===== src/hdl/iap_flash_map.vh =====
// register offsets, field positions, reset values and timing counts for the flash program control
`ifndef IAP_FLASH_MAP_VH
`define IAP_FLASH_MAP_VH
// register indices on the local register port
`define ADDR_FLASH_ADDRESS_LOW 4'h0
`define ADDR_FLASH_ADDRESS_HIGH 4'h1
`define ADDR_FIRST_DATA_LOW 4'h2
`define ADDR_FIRST_DATA_HIGH 4'h3
`define ADDR_SECOND_DATA_LOW 4'h4
`define ADDR_SECOND_DATA_HIGH 4'h5
`define ADDR_THIRD_DATA_LOW 4'h6
`define ADDR_THIRD_DATA_HIGH 4'h7
`define ADDR_FOURTH_DATA_LOW 4'h8
`define ADDR_FOURTH_DATA_HIGH 4'h9
`define ADDR_FLASH_OPERATION_CONTROL 4'ha
`define ADDR_CHIP_RESET_KEY 4'hb
`define ADDR_WRITE_BUFFER_FLUSH 4'hc
// control register fields
`define BIT_ERASE_WRITE_UNLOCKED 7
`define BIT_UNLOCK_TRIGGER 3
`define BIT_PROGRAM_GO 2
`define BIT_READ_ALLOW 1
`define BIT_READ_GO 0
`define OPSEL_HI 6
`define OPSEL_LO 4
// operation select codes
`define OP_WRITE 3'h0
`define OP_ERASE 3'h1
`define OP_READ 3'h3
`define OP_UNLOCK 3'h6
// unlock key bytes, chip reset pattern and register reset value
`define KEY_SECOND_LOW 8'h00
`define KEY_THIRD_LOW 8'h0d
`define KEY_FOURTH_LOW 8'hc3
`define KEY_SECOND_HIGH 8'h04
`define KEY_THIRD_HIGH 8'h09
`define KEY_FOURTH_HIGH 8'h40
`define CHIP_RESET_PATTERN 8'h55
`define REG_RESET 8'h00
// timing
`define CLK_PERIOD_NS 40
`define PROGRAM_TIME_NS 2200000
`define PROGRAM_CYCLES (`PROGRAM_TIME_NS / `CLK_PERIOD_NS)
`define UNLOCK_CYCLES_DEFAULT 1024
`define READ_CYCLES_DEFAULT 4
`define FLUSH_CYCLES 22'h000002
`define CHIP_RESET_CYCLES 5'h10
`endif


===== src/hdl/iap_flash_program_control.v =====
// in-application flash program control: unlock, erase, write, read, buffer flush, chip reset
// Contract
// unlocked bit set only by hardware; software writing one does nothing
// software clearing unlocked bit disables erase and write at once
// operation select: 000 write, 001 erase, 011 read, 110 unlock, rest reserved
// erase or write refused while locked
// erase is block on smallest variant, page on larger ones
// trigger bit starts timer; hardware clears trigger when timer expires
// software writes key into data pairs two to four before timeout
// correct key sets unlocked bit in hardware
// program go starts write or erase; hardware clears it when done
// reads inhibited unless read allow bit is one
// read go starts a read; hardware clears it when done
// software sets program go, read allow, read go by separate writes
// software checks low speed clock stable before erase or write
// cpu halted while started read, erase or write runs
// software waits for completion before next operation
// writing 55h to chip reset key resets the whole chip
// buffer flush bit clears write buffer; hardware clears bit when done
// buffer flush register bits 7 to 1 read zero
// software blank-checks erased words for 0000h and repeats erase
// on failed verify software erases again or flushes and rewrites
// first data high write loads word into buffer, increments address; code holds the address at word 1fh of a page on the larger variant
// key is 00,0d,c3,04,09,40 in low then high of pairs two to four
// write buffer cleared automatically after a write finishes
// erase or write lasts typically 2.2 ms
// unlock timer length parameter; key decides unlocked bit at expiry
// go bit with reserved or mismatched code does nothing and clears at once
`timescale 1ns/1ps
`include "iap_flash_map.vh"
module iap_flash_program_control #(
  parameter LARGE_VARIANT = 1,
  parameter ADDR_WIDTH = 13,
  parameter integer PROGRAM_CYCLES = `PROGRAM_CYCLES,
  parameter integer UNLOCK_CYCLES = `UNLOCK_CYCLES_DEFAULT,
  parameter integer READ_CYCLES = `READ_CYCLES_DEFAULT
) (
  input wire mclk_i,
  input wire rst_n_i,
  input wire wr_en_i,
  input wire rd_en_i,
  input wire [3:0] addr_i,
  input wire [7:0] wdata_i,
  output reg [7:0] rdata_o,
  output reg cpu_halt_o,
  output reg chip_reset_o,
  output reg flash_erase_o,
  output reg flash_write_o,
  output reg flash_read_o,
  output reg erase_block_o,
  output reg [ADDR_WIDTH-1:0] flash_addr_o,
  output reg buffer_load_o,
  output reg [15:0] buffer_data_o,
  output reg buffer_clear_o,
  input wire [15:0] flash_rdata_i
);
  localparam ST_IDLE = 2'd0;
  localparam ST_PROG = 2'd1;
  localparam ST_READ = 2'd2;
  localparam ST_FLUSH = 2'd3;

  reg [1:0] state_reg;
  reg [21:0] count_reg;
  reg [15:0] unlock_cnt_reg;
  reg [ADDR_WIDTH-1:0] addr_reg;
  wire [7:0] data_reg [0:7];
  reg unlocked_reg, trigger_reg, prog_go_reg, read_allow_reg, read_go_reg, flush_reg;
  reg [2:0] opsel_reg;
  reg [7:0] reset_key_reg;
  reg [4:0] rst_cnt_reg;
  wire wr_ctrl = wr_en_i && addr_i == `ADDR_FLASH_OPERATION_CONTROL;
  wire [2:0] w_op = wdata_i[`OPSEL_HI:`OPSEL_LO];
  wire read_done = state_reg == ST_READ && count_reg == 22'h000000;
  wire [3:0] data_idx = addr_i - `ADDR_FIRST_DATA_LOW;
  wire key_ok = data_reg[2] == `KEY_SECOND_LOW && data_reg[4] == `KEY_THIRD_LOW &&
    data_reg[6] == `KEY_FOURTH_LOW && data_reg[3] == `KEY_SECOND_HIGH &&
    data_reg[5] == `KEY_THIRD_HIGH && data_reg[7] == `KEY_FOURTH_HIGH;
  wire timer_done = trigger_reg && unlock_cnt_reg == 16'h0000;
  wire [7:0] ctrl_val = {unlocked_reg, opsel_reg, trigger_reg, prog_go_reg,
    read_allow_reg, read_go_reg};
  wire [15:0] addr_ext = {{(16-ADDR_WIDTH){1'b0}}, addr_reg};
  wire page_end = LARGE_VARIANT != 0 && addr_reg[4:0] == 5'h1f;

  genvar g;
  generate
    for (g = 0; g < 8; g = g + 1) begin : data_regs
      reg [7:0] byte_reg;
      always @(posedge mclk_i) begin
        if (!rst_n_i)
          byte_reg <= `REG_RESET;
        else if (g < 2 && read_done)
          byte_reg <= flash_rdata_i[8*(g%2) +: 8];
        else if (wr_en_i && {28'h0000000, addr_i} == g + 2)
          byte_reg <= wdata_i;
      end
      assign data_reg[g] = byte_reg;
    end
  endgenerate

  always @(posedge mclk_i) begin
    if (!rst_n_i) begin
      state_reg <= ST_IDLE;
      count_reg <= 22'h000000;
      unlock_cnt_reg <= 16'h0000;
      addr_reg <= {ADDR_WIDTH{1'b0}};
      unlocked_reg <= 1'b0;
      trigger_reg <= 1'b0;
      prog_go_reg <= 1'b0;
      read_allow_reg <= 1'b0;
      read_go_reg <= 1'b0;
      flush_reg <= 1'b0;
      opsel_reg <= 3'h0;
      reset_key_reg <= `REG_RESET;
      rst_cnt_reg <= 5'h00;
      cpu_halt_o <= 1'b0;
      chip_reset_o <= 1'b0;
      flash_erase_o <= 1'b0;
      flash_write_o <= 1'b0;
      flash_read_o <= 1'b0;
      erase_block_o <= 1'b0;
      flash_addr_o <= {ADDR_WIDTH{1'b0}};
      buffer_load_o <= 1'b0;
      buffer_data_o <= 16'h0000;
      buffer_clear_o <= 1'b0;
      rdata_o <= 8'h00;
    end else begin
      buffer_load_o <= 1'b0;
      buffer_clear_o <= 1'b0;
      flash_erase_o <= 1'b0;
      flash_write_o <= 1'b0;
      flash_read_o <= 1'b0;
      erase_block_o <= (LARGE_VARIANT == 0);
      flash_addr_o <= addr_reg;
      // register writes
      if (wr_en_i && addr_i == `ADDR_FLASH_ADDRESS_LOW)
        addr_reg[7:0] <= wdata_i;
      if (wr_en_i && addr_i == `ADDR_FLASH_ADDRESS_HIGH)
        addr_reg[ADDR_WIDTH-1:8] <= wdata_i[ADDR_WIDTH-9:0];
      if (wr_en_i && addr_i == `ADDR_FIRST_DATA_HIGH) begin
        buffer_load_o <= 1'b1;
        buffer_data_o <= {wdata_i, data_reg[0]};
        if (!page_end)
          addr_reg <= addr_reg + 1'b1;
      end
      if (wr_en_i && addr_i == `ADDR_CHIP_RESET_KEY) begin
        reset_key_reg <= wdata_i;
        if (wdata_i == `CHIP_RESET_PATTERN)
          rst_cnt_reg <= `CHIP_RESET_CYCLES;
      end
      if (rst_cnt_reg != 5'h00)
        rst_cnt_reg <= rst_cnt_reg - 1'b1;
      chip_reset_o <= rst_cnt_reg != 5'h00;
      if (wr_en_i && addr_i == `ADDR_WRITE_BUFFER_FLUSH && wdata_i[0] &&
          LARGE_VARIANT != 0 && state_reg == ST_IDLE) begin
        flush_reg <= 1'b1;
        state_reg <= ST_FLUSH;
        count_reg <= `FLUSH_CYCLES;
        buffer_clear_o <= 1'b1;
      end
      if (wr_ctrl) begin
        opsel_reg <= w_op;
        read_allow_reg <= wdata_i[`BIT_READ_ALLOW];
        if (!wdata_i[`BIT_ERASE_WRITE_UNLOCKED])
          unlocked_reg <= 1'b0;
        if (wdata_i[`BIT_UNLOCK_TRIGGER] && !trigger_reg && w_op == `OP_UNLOCK) begin
          trigger_reg <= 1'b1;
          unlock_cnt_reg <= UNLOCK_CYCLES[15:0];
        end
        if (state_reg == ST_IDLE && wdata_i[`BIT_PROGRAM_GO]) begin
          if ((w_op == `OP_WRITE || w_op == `OP_ERASE) && unlocked_reg &&
              wdata_i[`BIT_ERASE_WRITE_UNLOCKED]) begin
            prog_go_reg <= 1'b1;
            state_reg <= ST_PROG;
            count_reg <= PROGRAM_CYCLES[21:0];
            cpu_halt_o <= 1'b1;
            flash_erase_o <= w_op == `OP_ERASE;
            flash_write_o <= w_op == `OP_WRITE;
          end
        end else if (state_reg == ST_IDLE && wdata_i[`BIT_READ_GO]) begin
          if (w_op == `OP_READ && read_allow_reg) begin
            read_go_reg <= 1'b1;
            state_reg <= ST_READ;
            count_reg <= READ_CYCLES[21:0];
            cpu_halt_o <= 1'b1;
            flash_read_o <= 1'b1;
          end
        end
      end
      // unlock timer and key decision
      if (trigger_reg) begin
        if (timer_done) begin
          trigger_reg <= 1'b0;
          if (key_ok && !(wr_ctrl && !wdata_i[`BIT_ERASE_WRITE_UNLOCKED]))
            unlocked_reg <= 1'b1;
        end else
          unlock_cnt_reg <= unlock_cnt_reg - 1'b1;
      end
      // operation sequencer
      case (state_reg)
        ST_IDLE: begin
        end
        ST_PROG, ST_READ, ST_FLUSH: begin
          if (count_reg != 22'h000000)
            count_reg <= count_reg - 1'b1;
          else begin
            state_reg <= ST_IDLE;
            cpu_halt_o <= 1'b0;
            if (state_reg == ST_PROG && prog_go_reg) begin
              prog_go_reg <= 1'b0;
              buffer_clear_o <= opsel_reg == `OP_WRITE;
            end
            if (state_reg == ST_READ) begin
              read_go_reg <= 1'b0;
            end
            if (state_reg == ST_FLUSH)
              flush_reg <= 1'b0;
          end
        end
        default: state_reg <= ST_IDLE;
      endcase
      // register reads
      if (rd_en_i) begin
        case (addr_i)
          `ADDR_FLASH_ADDRESS_LOW: rdata_o <= addr_reg[7:0];
          `ADDR_FLASH_ADDRESS_HIGH: rdata_o <= addr_ext[15:8];
          `ADDR_FLASH_OPERATION_CONTROL: rdata_o <= ctrl_val;
          `ADDR_CHIP_RESET_KEY: rdata_o <= reset_key_reg;
          `ADDR_WRITE_BUFFER_FLUSH: rdata_o <= {7'h00, flush_reg};
          default: rdata_o <= (addr_i <= `ADDR_FOURTH_DATA_HIGH) ?
            data_reg[data_idx[2:0]] : 8'h00;
        endcase
      end
    end
  end
endmodule // iap_flash_program_control


===== config.mk =====
export PLATFORM = sky130hd
export DESIGN_NAME = iap_flash_program_control
export DESIGN_NICKNAME = d
export VERILOG_FILES = /design/src/hdl/iap_flash_program_control.v
export VERILOG_INCLUDE_DIRS = /design/src /design/src/hdl
export SDC_FILE = /design/constraint.sdc
export NUM_CORES = 1
export LEC_CHECK = 0
export BUFFER_PORTS_ARGS = -buffer_cell sky130_fd_sc_hd__buf_4
export CAP_MARGIN = 20
export CORE_MARGIN = 2
export CORE_UTILIZATION = 64
export CTS_CLUSTER_SIZE = 20
export DETAILED_ROUTE_END_ITERATION = 8
export GPL_ROUTABILITY_DRIVEN = 0
export PLACE_DENSITY = 0.88
export SYNTH_ARGS = -nofsm -noshare
export SYNTH_HDL_FRONTEND = slang
export SYNTH_SLANG_ARGS = --single-unit

===== constraint.sdc =====
create_clock -name mclk_i -period 5.3 [get_ports mclk_i]
set_input_delay 1.06 -clock mclk_i [delete_from_list [all_inputs] [get_ports mclk_i]]
set_output_delay 1.06 -clock mclk_i [all_outputs]
set_load 0.01 [all_outputs]

Word-level counts from Yosys, hierarchy flattened
Index checks and enable logic that the tools add are counted.

word-level totals
  flip-flop bits (word level) = 183
  bits in latches = 0
  memory bits (writable) = 0
  memory bits (read-only) = 0
  input port bits = 32
  output and inout port bits = 45
  logic and storage cells = 195
  memories = 0

cells by class
  $add $sub $neg = 5
  $mul = 0
  divide/modulo/power cells = 0
  magnitude comparators = 2
  eq/ne operators = 25
  shift operators = 0
  mux-type cells = 75
  bitwise gates (word level) = 4
  reduce and logical (&&, ||, !) cells = 53

operator list
  cell                     number
  $mux W22                 8
  $mux W16                 4
  $mux W8                  8
  $pmux W8 S5              1
  $mux W1                  39
  $logic_and A1 B1 Y1      32
  $mux W13                 2
  $bmux W8 S3              1
  $logic_not A22 Y1        1
  $reduce_bool A22 Y1      1
  $sub A22 B1 Y22 const B  1
  $eq A4 B4 Y1 const B     5
  $mux W5                  4
  $eq A4 B3 Y1 const B     4
  $eq A8 B4 Y1 const B     2
  $eq A8 B7 Y1 const B     2
  $logic_not A16 Y1        1
  $mux W2                  8
  $sub A16 B1 Y16 const B  1
  $add A13 B1 Y13 const B  1
  $eq A4 B2 Y1 const B     2
  $eq A8 B3 Y1 const B     1
  $eq A8 B8 Y1 const B     1
  $logic_not A8 Y1         1
  other kinds (24)         33

Logic depth before layout (Yosys ltp)
  word-level depth = 11
  gate-level depth with buffers = 9
  depth with buffers taken out = 7

Worst setup path before layout
OpenSTA, ideal clock, no wires.

  path type = input -> register
  from = in addr_i[2]
  to = reg addr_reg[5]
  setup time = 128 ps
  arrival time = 2653 ps
  data required time = 5172 ps
  path slack = 2519 ps
  stages = 6
  buffers on the path = 1
  cells stage by stage = buf_2 -> or3b_4 -> nor3_1 -> mux2_2 -> a221oi_1 -> nor2_1

between the ends
  word-level cells in the longest chain between the ends = 5
  elaborated cells on any way between the ends = 7
  those cells by class = 1 x eq/ne; 3 x mux; 3 x reduce/logical

RTL lines
  item                           line                             source
  start, declared                iap_flash_program_control.v:42   input wire [3:0] addr_i,
  $logic_not A4 Y1               -
  $logic_and A1 B1 Y1 (no line)  -
  $mux W8                        iap_flash_program_control.v:135  if (wr_en_i && addr_i == `ADDR_FLASH_ADDRESS_LOW)
  $mux W13                       iap_flash_program_control.v:142  if (!page_end)
  $mux W13 (*)                   iap_flash_program_control.v:139  if (wr_en_i && addr_i == `ADDR_FIRST_DATA_HIGH) begin
  end signal, assigned           iap_flash_program_control.v:136  addr_reg[7:0] <= wdata_i;
  end signal, assigned by index  iap_flash_program_control.v:138  addr_reg[ADDR_WIDTH-1:8] <= wdata_i[ADDR_WIDTH-9:0];
  end signal, assigned           iap_flash_program_control.v:143  addr_reg <= addr_reg + 1'b1;
  end, declared                  iap_flash_program_control.v:65   reg [ADDR_WIDTH-1:0] addr_reg;

Every way passes the cells marked *; elsewhere a longest branch is shown, timed or not.
A chain may end at the register's enable or synchronous reset.

Worst setup path after layout
  from = in addr_i[1]
  to = reg count_reg[0]

between the ends
  word-level cells in the longest chain between the ends = 11
  elaborated cells on any way between the ends = 14
  those cells by class = 2 x eq/ne; 8 x mux; 4 x reduce/logical

RTL lines
  item                               line                             source
  $eq A4 B4 Y1                       -
  $logic_and A1 B1 Y1 (no line)      -
  $logic_and A1 B1 Y1 (2 in series)  iap_flash_program_control.v:153  if (wr_en_i && addr_i == `ADDR_WRITE_BUFFER_FLUSH && wdata_i[0] &&
  $mux W22                           iap_flash_program_control.v:153
  $mux W22                           iap_flash_program_control.v:180  if (w_op == `OP_READ && read_allow_reg) begin
  $mux W22                           iap_flash_program_control.v:179  end else if (state_reg == ST_IDLE && wdata_i[`BIT_READ_GO]) begin
  $mux W22                           iap_flash_program_control.v:169  if (state_reg == ST_IDLE && wdata_i[`BIT_PROGRAM_GO]) begin
  $mux W22 (*)                       iap_flash_program_control.v:160  if (wr_ctrl) begin
  $mux W22                           iap_flash_program_control.v:203  if (count_reg != 22'h000000)
  $mux W22 (*)                       iap_flash_program_control.v:199  case (state_reg)
  end signal, assigned               iap_flash_program_control.v:157  count_reg <= `FLUSH_CYCLES;
  end signal, assigned               iap_flash_program_control.v:174  count_reg <= PROGRAM_CYCLES[21:0];
  end signal, assigned               iap_flash_program_control.v:204  count_reg <= count_reg - 1'b1;
  end, declared                      iap_flash_program_control.v:63   reg [21:0] count_reg;

Marked as above.

==> run_summary.xml <==
<?xml version="1.0" encoding="UTF-8"?>
<metrics>
  <group name="outcome">
    <metric name="result_of_the_run" unit="">finished, final reports clean</metric>
  </group>
  <group name="floorplan">
    <metric name="core-area" unit="um2">13200</metric>
    <metric name="dieHeight" unit="um">120</metric>
    <metric name="die_width" unit="um">120</metric>
    <metric name="floorplan.die_area" unit="um2">14500</metric>
    <metric name="initial_utilization" unit="%">65.5</metric>
    <metric name="boundaryPins" unit="">77</metric>
    <metric name="fp-row-count" unit="">42</metric>
  </group>
  <group name="hold_path">
    <metric name="hold_path_class" unit="">flip-flop to flip-flop</metric>
  </group>
  <group name="detailed_routing">
    <metric name="highest-signal-layer" unit="">met4</metric>
    <metric name="avgViaCountPerCell" unit="">6.49</metric>
    <metric name="met2WireLength" unit="um">10500</metric>
    <metric name="routed_wirelength" unit="um">22800</metric>
    <metric name="detail_route.first_pass.iterations" unit="">6</metric>
    <metric name="met3RoutedLength" unit="um">2130</metric>
    <metric name="ant_nets" unit="">0</metric>
    <metric name="post_detailed_route_wirelength_per_cell" unit="um">19.1</metric>
    <metric name="drc" unit="">0</metric>
    <metric name="routed-via-count" unit="">7739</metric>
    <metric name="route.layer.met1.wl" unit="um">9440</metric>
    <metric name="detail_route.iter0.violations" unit="">927</metric>
  </group>
  <group name="pwr">
    <metric name="comb_power_share" unit="%">9.2</metric>
    <metric name="p_clk_share" unit="%">42.1</metric>
    <metric name="leakagePower" unit="nW">3.68</metric>
    <metric name="netSwitchingPower" unit="mW">0.733</metric>
    <metric name="swShare" unit="%">24.9</metric>
    <metric name="power_per_cell_area" unit="nW/um2">301</metric>
    <metric name="power" unit="mW">2.95</metric>
    <metric name="power.ir.vdd_worst" unit="uV">242</metric>
    <metric name="intPower" unit="mW">2.21</metric>
    <metric name="power.sequential.fraction" unit="%">48.7</metric>
  </group>
  <group name="setup_path">
    <metric name="crit_path_cell_trace" unit="">buf_4, or4bb_1, nor4_4, nor4_1, nand3_1, o31ai_1</metric>
    <metric name="timing.critical_path.max_delay_family" unit="">simple AND/OR/NAND/NOR gates</metric>
    <metric name="worst-endpoint-required" unit="ns">5.57</metric>
    <metric name="path_max_fanout" unit="">48</metric>
    <metric name="critical_path_arrival" unit="ns">3.44</metric>
    <metric name="worstSetupEndpointType" unit="">flip-flop</metric>
    <metric name="timing.critical_path.from_type" unit="">primary input</metric>
    <metric name="worst-setup-path-type" unit="">primary input to flip-flop</metric>
    <metric name="worst-path-buf-inv" unit="">1</metric>
    <metric name="crit_path_top_delay_cell" unit="">sky130_fd_sc_hd__nor4_4</metric>
    <metric name="critPathMaxStageDelay" unit="ns">0.81</metric>
  </group>
  <group name="synth">
    <metric name="synth-seq-area-share" unit="%">42.2</metric>
    <metric name="edff_count_synth" unit="">0</metric>
    <metric name="synth_cells" unit="">972</metric>
    <metric name="ys_types" unit="">79</metric>
    <metric name="synth.yosys.warnings" unit="">0</metric>
    <metric name="mappedNetlistNets" unit="">1011</metric>
    <metric name="postSynth.topFlopCell" unit="">sky130_fd_sc_hd__dfxtp_1</metric>
    <metric name="mappedNetlistArea" unit="um2">8670</metric>
    <metric name="synth-async-reset-ratio" unit="%">0</metric>
    <metric name="postSynthAreaPerCell" unit="um2">8.92</metric>
    <metric name="synth-seq-cells" unit="">183</metric>
  </group>
  <group name="sta">
    <metric name="final.setup.tns" unit="ns">0</metric>
    <metric name="hold_vio_cnt_final" unit="">0</metric>
    <metric name="final.setup_skew" unit="ns">0.00708</metric>
    <metric name="worst_slew_pin_slew" unit="ns">0.978</metric>
    <metric name="achievable-frequency" unit="MHz">315</metric>
    <metric name="finalCritPeriodShare" unit="%">59.9</metric>
    <metric name="report.final.slew_viol_count" unit="">0</metric>
    <metric name="worst_slew_margin_rel" unit="%">34.2</metric>
    <metric name="fin_worst_hold_slack" unit="ns">0.461</metric>
    <metric name="final.min_clock_period" unit="ns">3.18</metric>
    <metric name="setup-violations-final" unit="">0</metric>
    <metric name="grt_setup_unrepaired" unit="">no</metric>
  </group>
  <group name="finish">
    <metric name="final_nets" unit="">1043</metric>
    <metric name="area_delta_synth_final" unit="%">12.8</metric>
    <metric name="diodes" unit="">0</metric>
    <metric name="share_of_final_layout_standard_cells_stronger_than_drive_strength_1" unit="%">15.2</metric>
    <metric name="final_core_utilization" unit="%">73.9</metric>
    <metric name="final_cell_count_no_fill" unit="">1193</metric>
    <metric name="flip_flop_count_of_the_largest_register_after_layout" unit="">64</metric>
  </group>
  <group name="job">
    <metric name="timing.max_cap.violations" unit="">0</metric>
  </group>
  <group name="global_route">
    <metric name="grt_start_max_net_pins" unit="">90</metric>
    <metric name="number_of_antenna_violations_at_the_first_check_in_global_routing" unit="">0</metric>
    <metric name="grt_remaining_overflow" unit="">0</metric>
    <metric name="grt_use_total" unit="%">31.8</metric>
    <metric name="grt_first_pass_wirelength" unit="um">36400</metric>
    <metric name="vias_in_the_first_global_route" unit="">7085</metric>
  </group>
  <group name="clock_network">
    <metric name="clock_tree.htree_level_count" unit="">4</metric>
    <metric name="cts_hold_buffers" unit="">0</metric>
    <metric name="max-clock-path-buffers" unit="">2</metric>
    <metric name="post_cts_resize_count" unit="">0</metric>
    <metric name="worst_setup_hold_path_clk_slew" unit="ns">0.07</metric>
    <metric name="clk_latency" unit="ns">0.44</metric>
    <metric name="clock_tree.root_cell" unit="">sky130_fd_sc_hd__clkbuf_16</metric>
    <metric name="tritoncts" unit="">built</metric>
    <metric name="sinks_on_the_clock_net" unit="">183</metric>
    <metric name="cts-buffers-inserted" unit="">17</metric>
    <metric name="post_cts_buffers" unit="">0</metric>
  </group>
  <group name="place">
    <metric name="hpwlAfterDp" unit="um">14900</metric>
    <metric name="numPlacedInstances" unit="">1160</metric>
    <metric name="io_buffer_count" unit="">75</metric>
  </group>
</metrics>
-- cell usage after synthesis (6+ instances only) --
cell	instances	area [um2]
sky130_fd_sc_hd__xor2_1	11	96.3
sky130_fd_sc_hd__a311oi_1	10	87.6
sky130_fd_sc_hd__nor2_1	109	409
sky130_fd_sc_hd__buf_2	14	70.1
sky130_fd_sc_hd__nor3b_1	8	60.1
sky130_fd_sc_hd__inv_1	9	33.8
sky130_fd_sc_hd__or4_1	12	90.1
sky130_fd_sc_hd__ha_1	7	87.6
sky130_fd_sc_hd__and3_1	7	43.8
sky130_fd_sc_hd__mux2i_1	69	691
sky130_fd_sc_hd__o21ai_0	35	175
sky130_fd_sc_hd__xnor2_1	6	52.6
sky130_fd_sc_hd__and2_1	16	100
sky130_fd_sc_hd__a211oi_1	12	90.1
sky130_fd_sc_hd__nand2_1	99	372
sky130_fd_sc_hd__nor3_1	17	85.1
sky130_fd_sc_hd__nand2b_1	9	56.3
sky130_fd_sc_hd__o211a_1	6	60.1
sky130_fd_sc_hd__nor4_1	19	119
sky130_fd_sc_hd__or3_1	6	37.5
sky130_fd_sc_hd__nand3_1	35	175
sky130_fd_sc_hd__mux4_2	13	293
sky130_fd_sc_hd__nor2b_1	6	37.5
sky130_fd_sc_hd__dfxtp_1	183	3660
sky130_fd_sc_hd__nand4_1	14	87.6
sky130_fd_sc_hd__a21oi_1	70	350
sky130_fd_sc_hd__clkbuf_1	44	165
-- logic make-up (layout without fill, tap and decap cells) --
family                     after synthesis  count (layout)  synth area share (%)
AOI/OAI and AO/OA                      201             201                  15.3
xor gates and xnor gates                17              17                  1.72
adders and majority gates                7               7                  1.01
buffers and inverters                   77             122                  3.84
DFF                                    183             183                  42.2
muxes                                   85              85                  11.7
other                                    1               1                0.0432
and+or+nand+nor                        401             401                  24.1
-- layout make-up --
type	count	area [um2]
clock buffers	22	484
fillers	993	3460
clock inverters	10	92.6
multi-input cells	712	4680
inverters	10	38.8
well taps	176	220
repair buffers	80	607
flip-flops and latches	183	3660
-- through the flow --
step / setup WS [ns] / cell area (um2)
6_report: 2.12 / 9780
5_1_grt: 1.96 / 9780
4_1_cts: 2.18 / 9770
3_5_place_dp: 1.70 / 9190
3_3_place_gp: 1.72 / 9190
2_1_floorplan: 2.52 / 8670
-- tightest hold or removal path, cell delays in order, from the launching register on --
cell                      delay [ns]
sky130_fd_sc_hd__dfxtp_1        0.31
sky130_fd_sc_hd__nand2_1        0.05
sky130_fd_sc_hd__a21oi_1        0.05
-- layout by cell type, fill, tap and decap left out, drive strengths merged, types with 5 or more instances in the layout --
cell / netlist / layout
xnor2: 6 / 6
and3: 7 / 7
clkbuf: 44 / 23
nor4: 22 / 22
or3: 7 / 7
nor3: 19 / 19
dfxtp: 183 / 183
a21o: 5 / 5
or4: 12 / 12
ha: 7 / 7
nand2b: 9 / 9
a21oi: 70 / 70
a211oi: 12 / 12
o41ai: 5 / 5
o21a: 5 / 5
mux4: 13 / 13
buf: 23 / 79
and2: 17 / 17
clkinv: 1 / 6
mux2i: 69 / 69
a31oi: 5 / 5
or2: 5 / 5
nor3b: 8 / 8
a221oi: 5 / 5
nor2: 114 / 114
nand3: 35 / 35
xor2: 11 / 11
nor2b: 6 / 6
nand4: 14 / 14
nand2: 99 / 99
a311oi: 10 / 10
inv: 9 / 12
o21ai: 37 / 37
nand3b: 5 / 5
o211a: 6 / 6
-- power by group through the flow --
stage	Clock [mW]	Sequential [mW]	Combinational, mW
after floorplan	0	1.46	0.183
after global placement	0	1.46	0.257
after detailed placement	0	1.46	0.264
after CTS	1.25	1.43	0.267
after global routing	1.31	1.44	0.293
final	1.24	1.44	0.271
-- path summary, 6_finish.rpt --
check	startpoint	cells past startpoint	slack, ns	endpoint
worst max-delay path	addr_i[1]	6	2.12	count_reg[0]
worst min-delay path	buffer_data_o[6]	2	0.46	buffer_data_o[6]
worst max register to register	addr_reg[0]	7	2.81	addr_reg[5]
worst min register to register	buffer_data_o[6]	2	0.46	buffer_data_o[6]
-- layer usage --
| metal | vias up | GRT usage (%) |
|---|---|---|
| li1 | 3610 | - |
| met1 | 3586 | 42.0 |
| met2 | 466 | 50.7 |
| met3 | 77 | 6.79 |
| met4 | 0 | 13.3 |
| met5 | - | 0 |
No activity file was read; power rests on OpenSTA's default activity.
